==> src/design/rot_lit_pkg.sv <==
// Shared constants, types and packed structs for the rotate and literal-return datapath
package rot_lit_pkg;

  localparam int unsigned DATA_W    = 8;
  localparam int unsigned ADDR_W    = 7;
  localparam int unsigned PC_W      = 15;
  localparam int unsigned MSB_BIT   = 7;
  localparam int unsigned LSB_BIT   = 0;
  localparam logic        DEST_ACC  = 1'h0;
  localparam logic        DEST_REG  = 1'h1;
  localparam logic [7:0]  ACC_RST   = 8'h00;
  localparam logic [7:0]  DATA_RST  = 8'h00;
  localparam logic [14:0] PC_RST    = 15'h0000;
  localparam logic [6:0]  ADDR_RST  = 7'h00;

  // Operation selector handed in by the decoder
  typedef enum logic [1:0] {
    OP_NONE  = 2'b00,
    OP_RETLIT = 2'b01,
    OP_ROTL  = 2'b10,
    OP_ROTR  = 2'b11
  } op_t;

  // Execution state of the core datapath
  typedef enum logic [0:0] {
    ST_IDLE   = 1'b0,
    ST_RET2   = 1'b1
  } state_t;

  // One issued instruction
  typedef struct packed {
    op_t              op;
    logic [DATA_W-1:0] literal;
    logic [ADDR_W-1:0] addr;
    logic             dest;
  } instr_t;

  // Write request towards data memory
  typedef struct packed {
    logic             we;
    logic [ADDR_W-1:0] addr;
    logic [DATA_W-1:0] data;
  } mem_wr_t;

endpackage

==> src/design/rotate_through_carry.sv <==
// Combinational one-bit rotate through the carry flag
`timescale 1ns/10ps
module rotate_through_carry
  import rot_lit_pkg::*;
(
  input  wire logic              left,
  input  wire logic [DATA_W-1:0] din,
  input  wire logic              cin,
  output logic      [DATA_W-1:0] dout,
  output logic                   cout
);

  // Carry fills the vacated end, the expelled end becomes carry
  always_comb begin
    if (left) begin
      dout = {din[MSB_BIT-1:LSB_BIT], cin};
      cout = din[MSB_BIT];
    end else begin
      dout = {cin, din[MSB_BIT:LSB_BIT+1]};
      cout = din[LSB_BIT];
    end
  end

endmodule

==> src/design/rotate_carry_and_literal_return.sv <==
// Execution datapath for return-with-literal and the two rotate-through-carry instructions
`timescale 1ns/10ps
module rotate_carry_and_literal_return
  import rot_lit_pkg::*;
(
  input  wire logic              core_clk,
  input  wire logic              rst,
  input  wire logic              issue,
  input  wire instr_t            instr,
  input  wire logic [DATA_W-1:0] reg_rdata,
  input  wire logic [PC_W-1:0]   stack_top,
  output logic                   busy,
  output logic                   done,
  output logic [DATA_W-1:0]      acc,
  output logic                   carry,
  output mem_wr_t                mem_wr,
  output logic                   stack_pop,
  output logic                   pc_load,
  output logic [PC_W-1:0]        program_counter
);

  state_t            state_ff, nxt_state;
  logic [DATA_W-1:0] acc_ff, nxt_acc;
  logic              carry_ff, nxt_carry;
  mem_wr_t           wr_ff, nxt_wr;
  logic              pop_ff, nxt_pop;
  logic              pcl_ff, nxt_pcl;
  logic [PC_W-1:0]   pc_ff, nxt_pc;
  logic              done_ff, nxt_done;
  logic              busy_ff, nxt_busy;
  logic [DATA_W-1:0] rot_out;
  logic              rot_cout;
  logic              ret_take;
  logic              rot_take;

  // Both rotates share one decode, used by the rotate take flag that the checks rely on
  function automatic logic is_rotate(input op_t op);
    return (op == OP_ROTL) || (op == OP_ROTR);
  endfunction

  // An instruction is accepted only in idle; the return's refill slot drops issue
  assign ret_take = issue && (state_ff == ST_IDLE) && (instr.op == OP_RETLIT);
  assign rot_take = issue && (state_ff == ST_IDLE) && is_rotate(instr.op);

  // Shared rotator; direction follows the issued opcode
  // It reads the carry register, so back-to-back rotates chain through carry
  rotate_through_carry u_rot (
    .left (instr.op == OP_ROTL),
    .din  (reg_rdata),
    .cin  (carry_ff),
    .dout (rot_out),
    .cout (rot_cout)
  );

  // Next-state logic; new issues are ignored while the return's second cycle runs
  always_comb begin
    nxt_state = state_ff;
    nxt_acc   = acc_ff;
    nxt_carry = carry_ff;
    // Pulses default low; an idle write port shows zeros, not a stale address
    nxt_wr    = '{we: 1'h0, addr: ADDR_RST, data: DATA_RST};
    nxt_pop   = 1'h0;
    nxt_pcl   = 1'h0;
    nxt_pc    = pc_ff;
    nxt_done  = 1'h0;
    nxt_busy  = 1'h0;
    case (state_ff)
      ST_IDLE: begin
        if (issue) begin
          case (instr.op)
            OP_RETLIT: begin
              // Carry is left alone: the return changes no flag
              nxt_acc   = instr.literal;
              nxt_pop   = 1'h1;
              nxt_pc    = stack_top;
              nxt_pcl   = 1'h1;
              nxt_busy  = 1'h1;            // Second cycle follows
              nxt_state = ST_RET2;
            end
            OP_ROTL, OP_ROTR: begin
              nxt_carry = rot_cout;
              nxt_done  = 1'h1;            // Single cycle
              if (instr.dest == DEST_REG) begin
                nxt_wr = '{we: 1'h1, addr: instr.addr, data: rot_out};
              end else begin
                nxt_acc = rot_out;         // Register untouched
              end
            end
            default: begin
              nxt_state = ST_IDLE;
            end
          endcase
        end
      end
      ST_RET2: begin
        // Pipeline refill slot; the return retires here
        // Issue is not looked at, so a request in this slot is dropped
        nxt_done  = 1'h1;
        nxt_state = ST_IDLE;
      end
      default: begin
        nxt_state = ST_IDLE;
      end
    endcase
  end

  // State registers
  always_ff @(posedge core_clk or posedge rst) begin
    if (rst) begin
      state_ff <= ST_IDLE;
      acc_ff   <= ACC_RST;
      carry_ff <= 1'h0;
      wr_ff    <= '{we: 1'h0, addr: ADDR_RST, data: DATA_RST};
      pop_ff   <= 1'h0;
      pcl_ff   <= 1'h0;
      pc_ff    <= PC_RST;
      done_ff  <= 1'h0;
      busy_ff  <= 1'h0;
    end else begin
      state_ff <= nxt_state;
      acc_ff   <= nxt_acc;
      carry_ff <= nxt_carry;
      wr_ff    <= nxt_wr;
      pop_ff   <= nxt_pop;
      pcl_ff   <= nxt_pcl;
      pc_ff    <= nxt_pc;
      done_ff  <= nxt_done;
      busy_ff  <= nxt_busy;
    end
  end

  assign acc             = acc_ff;
  assign carry           = carry_ff;
  assign mem_wr          = wr_ff;
  assign stack_pop       = pop_ff;
  assign pc_load         = pcl_ff;
  assign program_counter = pc_ff;
  assign done            = done_ff;
  assign busy            = busy_ff;

  // Checks on the datapath; a take is qualified by the idle state, so the
  // refused refill slot of a return never arms a check that expects a result
  a_retlit_acc_load: assert property (@(posedge core_clk) disable iff (rst)
    ret_take |=> (acc == $past(instr.literal) && carry == $past(carry_ff)))
    else $error("literal not loaded or carry changed");

  // Carry must still hold its old value once the return has retired
  a_retlit_carry_hold: assert property (@(posedge core_clk) disable iff (rst)
    ret_take |=> ##1 (carry == $past(carry, 2)))
    else $error("carry moved during return");

  // Pop and load come first, retirement one cycle later
  a_retlit_two_cycle: assert property (@(posedge core_clk) disable iff (rst)
    ret_take
      |=> (stack_pop && pc_load && program_counter == $past(stack_top) && !done)
          ##1 (done && !stack_pop))
    else $error("return did not pop and retire in two cycles");

  a_retlit_busy_slot: assert property (@(posedge core_clk) disable iff (rst)
    ret_take |=> busy ##1 !busy)
    else $error("busy not raised for exactly the refill slot");

  // A request that lands in the refill slot must leave no trace at all
  a_ret2_refuses: assert property (@(posedge core_clk) disable iff (rst)
    (state_ff == ST_RET2)
      |=> (!stack_pop && !pc_load && !mem_wr.we &&
           acc == $past(acc) && carry == $past(carry)))
    else $error("issue taken during the return refill slot");

  // The program counter only moves together with its load strobe
  a_pc_hold_idle: assert property (@(posedge core_clk) disable iff (rst)
    !pc_load |-> (program_counter == $past(program_counter)))
    else $error("program counter moved without a load");

  // Result is checked wherever the destination bit sent it
  a_rotl_result: assert property (@(posedge core_clk) disable iff (rst)
    (rot_take && instr.op == OP_ROTL)
      |=> (carry == $past(reg_rdata[MSB_BIT]) &&
           (mem_wr.we ? mem_wr.data : acc) ==
             {$past(reg_rdata[MSB_BIT-1:LSB_BIT]), $past(carry_ff)}))
    else $error("rotate left result wrong");

  a_rotr_result: assert property (@(posedge core_clk) disable iff (rst)
    (rot_take && instr.op == OP_ROTR)
      |=> (carry == $past(reg_rdata[LSB_BIT]) &&
           (mem_wr.we ? mem_wr.data : acc) ==
             {$past(carry_ff), $past(reg_rdata[MSB_BIT:LSB_BIT+1])}))
    else $error("rotate right result wrong");

  // Rotates touch carry and one destination, never the stack or the counter
  a_rot_no_pop: assert property (@(posedge core_clk) disable iff (rst)
    rot_take |=> (!stack_pop && !pc_load && !busy &&
                  program_counter == $past(program_counter)))
    else $error("rotate disturbed the stack or program counter");

  // The write strobe follows the destination bit, with the issued address
  a_rot_dest_sel: assert property (@(posedge core_clk) disable iff (rst)
    rot_take |=> (mem_wr.we == $past(instr.dest) &&
                  (!mem_wr.we || mem_wr.addr == $past(instr.addr))))
    else $error("rotate destination select wrong");

  a_rot_acc_kept: assert property (@(posedge core_clk) disable iff (rst)
    (rot_take && instr.dest == DEST_REG) |=> (acc == $past(acc)))
    else $error("accumulator changed by a register rotate");

  // An idle write port shows zeros, so a stray address never leaks out
  a_wr_idle_clear: assert property (@(posedge core_clk) disable iff (rst)
    !mem_wr.we |-> (mem_wr.addr == ADDR_RST && mem_wr.data == DATA_RST))
    else $error("write port not cleared while idle");

  // The next cycle may carry a fresh rotate, so a second done is allowed only then
  a_rot_one_cycle: assert property (@(posedge core_clk) disable iff (rst)
    (rot_take && instr.dest == DEST_ACC)
      |=> (done && !busy && !mem_wr.we) ##1 (!done || $past(rot_take)))
    else $error("rotate not single cycle or register written");

endmodule

==> config.mk <==
export PLATFORM = sky130hd
export DESIGN_NAME = rotate_carry_and_literal_return
export DESIGN_NICKNAME = d
export VERILOG_FILES = /design/src/design/rot_lit_pkg.sv /design/src/design/rotate_through_carry.sv /design/src/design/rotate_carry_and_literal_return.sv
export SDC_FILE = /design/constraint.sdc
export NUM_CORES = 1
export LEC_CHECK = 0
export ABC_CLOCK_PERIOD_IN_PS = 2900
export BUFFER_PORTS_ARGS = -buffer_cell sky130_fd_sc_hd__buf_4
export CAP_MARGIN = 30
export CORE_UTILIZATION = 51
export CTS_BUF_LIST = sky130_fd_sc_hd__clkbuf_4
export DETAILED_ROUTE_END_ITERATION = 10
export HOLD_SLACK_MARGIN = 0.02
export PLACE_DENSITY = 0.95
export SLEW_MARGIN = 40
export SYNTH_ARGS = -nofsm -noshare
export SYNTH_HDL_FRONTEND = slang
export SYNTH_SLANG_ARGS = --single-unit
==> constraint.sdc <==
create_clock -name core_clk -period 2.9 [get_ports core_clk]
set_clock_uncertainty 0.15 [all_clocks]
set_input_delay 0.435 -clock core_clk [delete_from_list [all_inputs] [get_ports core_clk]]
set_output_delay 0.435 -clock core_clk [all_outputs]
set_load 0.05 [all_outputs]
* Word level (Yosys, flattened, before mapping)
Cells that the tools add are included.
Storage, ports and cells: register bits after elaboration 43, input bits 44
Operators by class: equality and inequality tests 4, muxes and demuxes 15, bitwise gates (word level) 1, reductions and logical operators 5
Operators by type and width (number):
- $mux W16 | 4
- $mux W8 | 2
- $pmux W8 S2 | 1
- $mux W1 | 6
- $reduce_and A3 Y1 | 2
- $eq A2 B2 Y1 const B | 2
- $pmux W1 S2 | 2
- $reduce_and A4 Y1 | 1
- $eq A2 B1 Y1 const B | 1
- $ne A2 B2 Y1 const B | 1
- $reduce_bool A2 Y1 | 1
- $reduce_or A2 Y1 | 1
- $not A1 Y1 | 1

* Depth between registers and ports, before layout
Gate-level depths: netlist (run 1).
depth after elaboration 6, mapped depth 5

* Modules after synthesis
Synthesis (run 1) repeated with hierarchy kept, for this count alone.
Second synthesis, totals: cell total of the unflattened synthesis 115, area total of the unflattened synthesis 1810.5 µm²
By module, submodules not included:
- rotate_carry_and_literal_return | instances 1, cells an instance 105, area each 1664.1 µm², sequential area each 1051.0 µm²
- rotate_through_carry | instances 1, cells an instance 10, area each 146.4 µm², sequential area each 0.0 µm²

* Worst setup path before layout (run 1)
Ideal clock, no wire load.
kind register to register, from reg busy (netlist name), to reg pc_ff[0] (netlist: program_counter[0]), setup time 0.125 ns, arrival 1.541 ns, data required time 2.625 ns, path slack 1.083 ns, cell stages (with the launch flop) 6, cells stage by stage dfrtp_1 > nor2b_4 > nand3b_4 > inv_6 > buf_12 > mux2_4
RTL lines:
- end signal: assignment | line rotate_carry_and_literal_return.sv:126 | pc_ff <= nxt_pc;
- end: declaration | line rotate_carry_and_literal_return.sv:28 | logic [PC_W-1:0] pc_ff, nxt_pc;

==> results of run 1 <==
-- area by class of cell --
type / instances / area [µm²] / share of cell area (%)
flip-flops and latches: 42 / 1051 / 41.79
inverters: 3 / 16.27 / 0.6468
repair buffers: 89 / 680.7 / 27.06
clock buffers: 5 / 37.54 / 1.493
clock inverters: 2 / 10.01 / 0.3980
multi-input cells: 73 / 661.9 / 26.32
well taps: 46 / 57.56 / 2.289
-- how the worst max path moves through the flow --
| stage | endpoint | slack [ps] | startpoint |
|---|---|---|---|
| 2_1_floorplan | program_counter[0]$_DFFE_PP0P_ | 1080 | busy$_DFF_PP0_ |
| 3_3_place_gp | mem_wr[3]$_DFF_PP0_ | 1020 | instr[16] |
| 3_5_place_dp | mem_wr[2]$_DFF_PP0_ | 1000 | instr[16] |
| 4_1_cts | pc_load | 1180 | busy$_DFF_PP0_ |
| 5_1_grt | program_counter[13]$_DFFE_PP0P_ | 1110 | busy$_DFF_PP0_ |
| 6_report | pc_load | 1190 | busy$_DFF_PP0_ |
-- metal layers --
| metal | share of wire, % | up-vias |
|---|---|---|
| met4 | 1.1 | 0 |
| met2 | 52 | 56 |
| met3 | 7.5 | 4 |
| li1 | - | 618 |
| met5 | 0 | - |
| met1 | 39 | 650 |
-- sequential cells by signal (all words and copies together), names as in the netlist --
signal / count
done: 1
acc: 8
mem_wr: 16
busy: 1
carry: 1
program_counter: 15
-- cell usage after synthesis --
master / count / area (µm²)
mux2_2: 6 / 67.56
inv_6: 1 / 8.760
o221a_2: 8 / 90.09
a31oi_1: 1 / 6.260
buf_1: 1 / 3.750
o211a_1: 1 / 10.01
inv_1: 2 / 7.510
buf_12: 1 / 20.02
dfrtp_1: 42 / 1051
nor2b_4: 1 / 13.76
nand3_2: 1 / 10.01
mux2i_1: 17 / 170.2
nor2_1: 8 / 30.03
a21o_1: 1 / 7.510
mux2_4: 9 / 135.1
nor4bb_1: 1 / 10.01
a21oi_1: 1 / 5.000
buf_4: 4 / 30.03
buf_2: 1 / 5.000
nand2_1: 9 / 33.78
nand3b_4: 1 / 20.02
nor2b_1: 1 / 6.260
and2_1: 7 / 43.79
-- report_power, final --
group / leakage [nW] / switching (W) / internal [W] / total (W)
Combinational: 0.753 / 0.000378 / 0.000223 / 0.000601
Clock: 0.0308 / 0.000181 / 0.0000873 / 0.000268
Sequential: 0.521 / 0.0000477 / 0.000659 / 0.000706
Total: 1.30 / 0.000607 / 0.000969 / 0.00158
-- cell families after synthesis --
family                 share of synthesized area (%)
AO/OA/AOI/OAI                                  6.658
flip-flops                                     58.86
AND/OR/NAND/NOR                                9.390
multiplexers                                   20.88
buffers and inverters                          4.205
-- metrics by stage --
stage | util [%] | cells | setup slack (ps)
final | 75.37 | 260 | 1189
after global routing | 75.37 | 260 | 1109
after CTS | 75.29 | 260 | 1183
after detailed placement | 73.87 | 253 | 1003
after global placement | 73.87 | 253 | 1018
after floorplan | - | 125 | 1083
==> results.toml, run 1 <==
[outcome]
status = "complete, no violations"

[timing]
fmax_mhz = 584.4
finalCritPeriodShare_pct = 59.00
holdWs_ps = 41.82
setup_violations = 0
worst_slew_pin_slew_ps = 719.5
slew_headroom_pct = 51.98
final-max-slew-violation-count = 0
fin_tns_setup_ps = 0
min_period_ps = 1711
rsz0062_at_grt = "false"
final-hold-violation-count = 0

[clock_tree]
clk_pin_slew_ps = 120
cts_buffer_depth = 2
cts_inserted_buffers = 5
cts_max_level = 2
cts_resized = 0
cts_sinks = 42
postCtsSetupRepairBufs = 0
cts_tree = "done"
holdBufCountCts = 0
insertion_delay_ps = 350
cts-root-buf = "clkbuf_4"

[worst_setup_path]
path_cells = "buf_4"
critPathBufInv = 1
regToRegEndpoint = "program_counter[14]$_DFFE_PP0P_"
worstReg2RegStart = "busy$_DFF_PP0_"
start_kind = "flop"
crit_required_ps = 2320
endpoint_kind = "output port"
crit_fanout = 6
rrSetupSlack_ps = 1190
crit_arrival_ps = 1130
max_stage_delay_ps = 520
critical-path-top-delay-family = "flip-flops"
crit_type = "reg -> out"
crit_cells = 1
r2r_cells = 4
slowest_stage = "dfrtp_1"

[placement]
portBuffers = 87
detailed_place.area_mm2 = 0.002465
hpwl_mm = 3.273
place_congestion = 0.8131

[drt]
post_drt_wl_per_cell_um = 16.18
wirelength_mm = 4.207
drt-initial-drc-count = 63
viasPerCell = 5.108
dr.pass1.iters = 4
route.detailed.drc = 0
ant_nets = 0
vias = 1328

[global_routing]
met1_usage_pct = 26.35
met3_usage_pct = 7.773
grt_pass1_wl_mm = 5.878
grt_pass1_vias = 1212
gr-total-overflow = 0
antenna_found_initial = 0
grt.met2_usage_pct = 38.35
grt_max_degree = 26
busiest_layer = "met2"
grtUsageTotal_pct = 22.89

[floorplanning]
floorplan.initialDensity_pct = 53.51
die-area_mm2 = 0.003742
io_pins = 88
core_region_area_mm2 = 0.003337
core.rowCount = 21
die_h_um = 61.17
die_x_um = 61.17

[synth]
syn-num-nets = 169
ys_warn_count = 0
synth_cell_types = 23
avgSynthCellArea_um2 = 14.28
synth-seq-area-share_pct = 58.86
syn_area_mm2 = 0.001785
synth_seq_cells = 42
synthCells = 125

[finish]
final_common_cell = "buf_4"
nets = 258
drive_gt1_share_pct = 57.94
stdcell_area_mm2 = 0.002515
nFillCells = 223
diodes = 0
layout_common_cells = "buf_4 (88), dfrtp_1 (42), mux2i_1 (17), mux2_4 (9), nand2_1 (9)"
areaGrowthSynthToFinish_pct = 40.85

[min_path]
min-delay-path-class = "in -> async"

[power]
ir_drop_mv = 0.2831
p_total_w = 0.001576
p_leak_nw = 1.304
p_per_area_mw_per_mm2 = 626.7

[job]
max_cap_violations = 0
(Power assumes the default switching activity.)
==> run 2, diff against run 1 <==
Settings changed: ABC_AREA from default to 1, ABC_CLOCK_PERIOD_IN_PS 2900 to 1500, CORE_UTILIZATION 51 to 43, PLACE_DENSITY 0.95 to 0.9.
Clock period 2.9 ns to 1.5 ns, I/O delays scaled along.
==> run 2 against run 1 <==
  * Sequential cell count stayed put
  * Critical path type unchanged
  * Die area grew 19%
  * Global-route usage down 0.58 points
  * Routed wire length rose by 13%
  * Area after synthesis grew 1.1%
  * First-iteration DRC count is 83% higher
  * Hold slack lost 9.0 ps
==> results.toml, run 2 <==
[global_routing]
grt_pass1_wl_mm = 7.314
antenna_found_initial = 0
grtUsageTotal_pct = 22.32
grt_max_degree = 23
grt_pass1_vias = 1636
gr-total-overflow = 0

[timing]
worst_slew_pin_slew_ps = 319.6
setup_violations = 0
fmax_mhz = 709.6
final-hold-violation-count = 0
rsz0062_at_grt = "false"
min_period_ps = 1409
slew_headroom_pct = 78.67
final-max-slew-violation-count = 0
fin_tns_setup_ps = 0
finalCritPeriodShare_pct = 93.95

[finish]
diodes = 0
final_common_cell = "buf_4"
largest_reg_flops = 16
layout_common_cells = "buf_4 (90), nand2_1 (74), dfrtp_1 (41), dlygate4sd3_1 (28), nand3_1 (24)"
drive_gt1_share_pct = 38.29
areaGrowthSynthToFinish_pct = 57.38
nets = 359

[power]
p_total_w = 0.003015
seq_power_share_pct = 44.5
p_leak_nw = 1.560
power_frac_clock_pct = 18.0
comb_power_share_pct = 37.6
p_sw_w = 0.001170
ir_drop_mv = 0.5311
p_per_area_mw_per_mm2 = 1061
switching_share_pct = 38.80
p_int_w = 0.001846

[clock_tree]
clk_pin_slew_ps = 120
cts_tree = "done"
cts_sinks = 42
cts_max_level = 2
cts_resized = 0
insertion_delay_ps = 340
cts_inserted_buffers = 5
cts_buffer_depth = 2
cts-root-buf = "clkbuf_4"

[worst_setup_path]
slowest_stage = "dfrtp_2"
critical-path-top-delay-family = "flip-flops"
start_kind = "flop"
crit_type = "reg -> out"
path_cells = "buf_4"
crit_cells = 1
startpoint = "busy$_DFF_PP0_"
rrSetupSlack_ps = 110
regToRegEndpoint = "program_counter[2]$_DFFE_PP0P_"
max_stage_delay_ps = 470
r2r_cells = 5
critPathBufInv = 1
worstReg2RegStart = "busy$_DFF_PP0_"
endpoint_kind = "output port"
crit_fanout = 6
crit_arrival_ps = 1030
crit_required_ps = 1120
cp-endpoint = "pc_load"

[synth]
yosysMostFrequentCell = "nand2_1"
synth_ff_type = "dfrtp_1"
synth.area.top_cells = "dfrtp_1 (58%), nand2_1 (15%), nand3_1 (6.7%), or2_2 (2.8%), buf_6 (2.5%)"
synthCells = 197
synth_fa_ha_area_share_pct = 0
avgSynthCellArea_um2 = 9.165
synth_seq_cells = 42
synth_common_cells = "nand2_1 (74), dfrtp_1 (42), nand3_1 (24)"
synthMuxAreaShare_pct = 0
synth_cell_types = 19
synth_area_leader_cell = "dfrtp_1"
synth-edff-count = 0
synth_xor_xnor_area_share_pct = 0
syn-num-nets = 241
async_flop_share_pct = 100.0
ys_warn_count = 0
synth_top_area_share_pct = 58.21
synth-seq-area-share_pct = 58.21
synthSimpleGateAreaFrac_pct = 30.56
syn_area_mm2 = 0.001805
synth_top_family_by_area = "simple AND/OR/NAND/NOR gates"
synth_compound_gate_area_share_pct = 3.812

[floorplanning]
core_region_area_mm2 = 0.004029
io_pins = 88
core.rowCount = 23
floorplan.initialDensity_pct = 44.81
die-area_mm2 = 0.004462
die_x_um = 66.80
die_h_um = 66.80

[placement]
portBuffers = 87
place_congestion = 0.8890
hpwl_mm = 3.273

[drt]
vias = 1742
dr.pass1.iters = 4
viasPerCell = 4.760
drt-initial-drc-count = 115
route.detailed.drc = 0
ant_nets = 0
wirelength_mm = 4.748
post_drt_wl_per_cell_um = 12.97

[min_path]
min-delay-path-class = "in -> reg"
min_from = "instr[17]"

[outcome]
status = "complete, no violations"

[job]
max_cap_violations = 0
run 2: cell count changes in the layout (fill, tap and decap cells not counted), moves of 9 or more:
cell           change
nand3_1           +24
nand2_1           +65
inv_1              +9
dlygate4sd3_1     +28
mux2i_1           -17
mux2_4             -9
run 2: logic make-up after synthesis:
kind of cell    count (synthesis)
simple gates                  120
flops                          42
buf+inv                        24
compound gates                 11
run 2: worst min-delay path by stage:
stage | end | slack (ps) | cells past startpoint
after floorplan | mem_wr[10]$_DFF_PP0_ | 180 | 2
after global placement | program_counter[1]$_DFFE_PP0P_ | 130 | 3
after detailed placement | program_counter[1]$_DFFE_PP0P_ | 140 | 3
after CTS | mem_wr[15]$_DFF_PP0_ | 20 | 3
after global routing | mem_wr[15]$_DFF_PP0_ | 20 | 3
final | mem_wr[15]$_DFF_PP0_ | 30 | 3
run 2: per-layer routing:
metal  wire (µm)  vias to the layer above  track usage, %
met2        2418                       85           37.50
met1        1898                      799           27.73
met3         332                       10           6.164
met4          99                        0           6.649
met5           0                        -               0
li1            -                      848               -
run 2: layout make-up:
type / count / area [µm²]
clock inverter: 2 / 8.758
fill: 309 / 1187
inverter: 15 / 56.30
tap: 50 / 62.56
multi-input combinational: 131 / 620.6
sequential: 42 / 1052
clock buffer: 6 / 45.04
timing repair buffer: 120 / 996.0
run 2: repair_timing:
action | in CTS | in global routing
endpoints found under the setup margin | 0 | 5
hold endpoints to repair | 69 | 0
buffers inserted | 0 | 1
hold buffers | 28 | 0
run 2: worst register-to-register path, cell delays in order, from the launching register on:
cell	delay [ps]
dfrtp_2	480
nor2_4	170
nand3_4	120
buf_4	200
nand2_1	110
nand2_1	60
run 2: stage by stage:
step | area [µm²] | cells | setup slack (ps) | utilization [%] | hold slack (ps)
after floorplan | 1807 | 197 | 61.22 | - | 181.2
after global placement | 2487 | 329 | 127.2 | 61.74 | 127.8
after detailed placement | 2487 | 329 | 120.2 | 61.74 | 135.1
after CTS | 2821 | 365 | 58.86 | 70.03 | 18.60
after global routing | 2841 | 366 | 20.12 | 70.53 | 24.29
final | 2841 | 366 | 90.68 | 70.53 | 32.86
run 2: power groups by stage:
stage / Combinational, W / Clock (W) / Sequential, W
after global routing: 0.00120 / 0.000606 / 0.00136
after global placement: 0.00104 / 0 / 0.00136
after CTS: 0.00112 / 0.000565 / 0.00134
final: 0.00113 / 0.000541 / 0.00134
after detailed placement: 0.00106 / 0 / 0.00136
after floorplan: 0.000232 / 0 / 0.00182
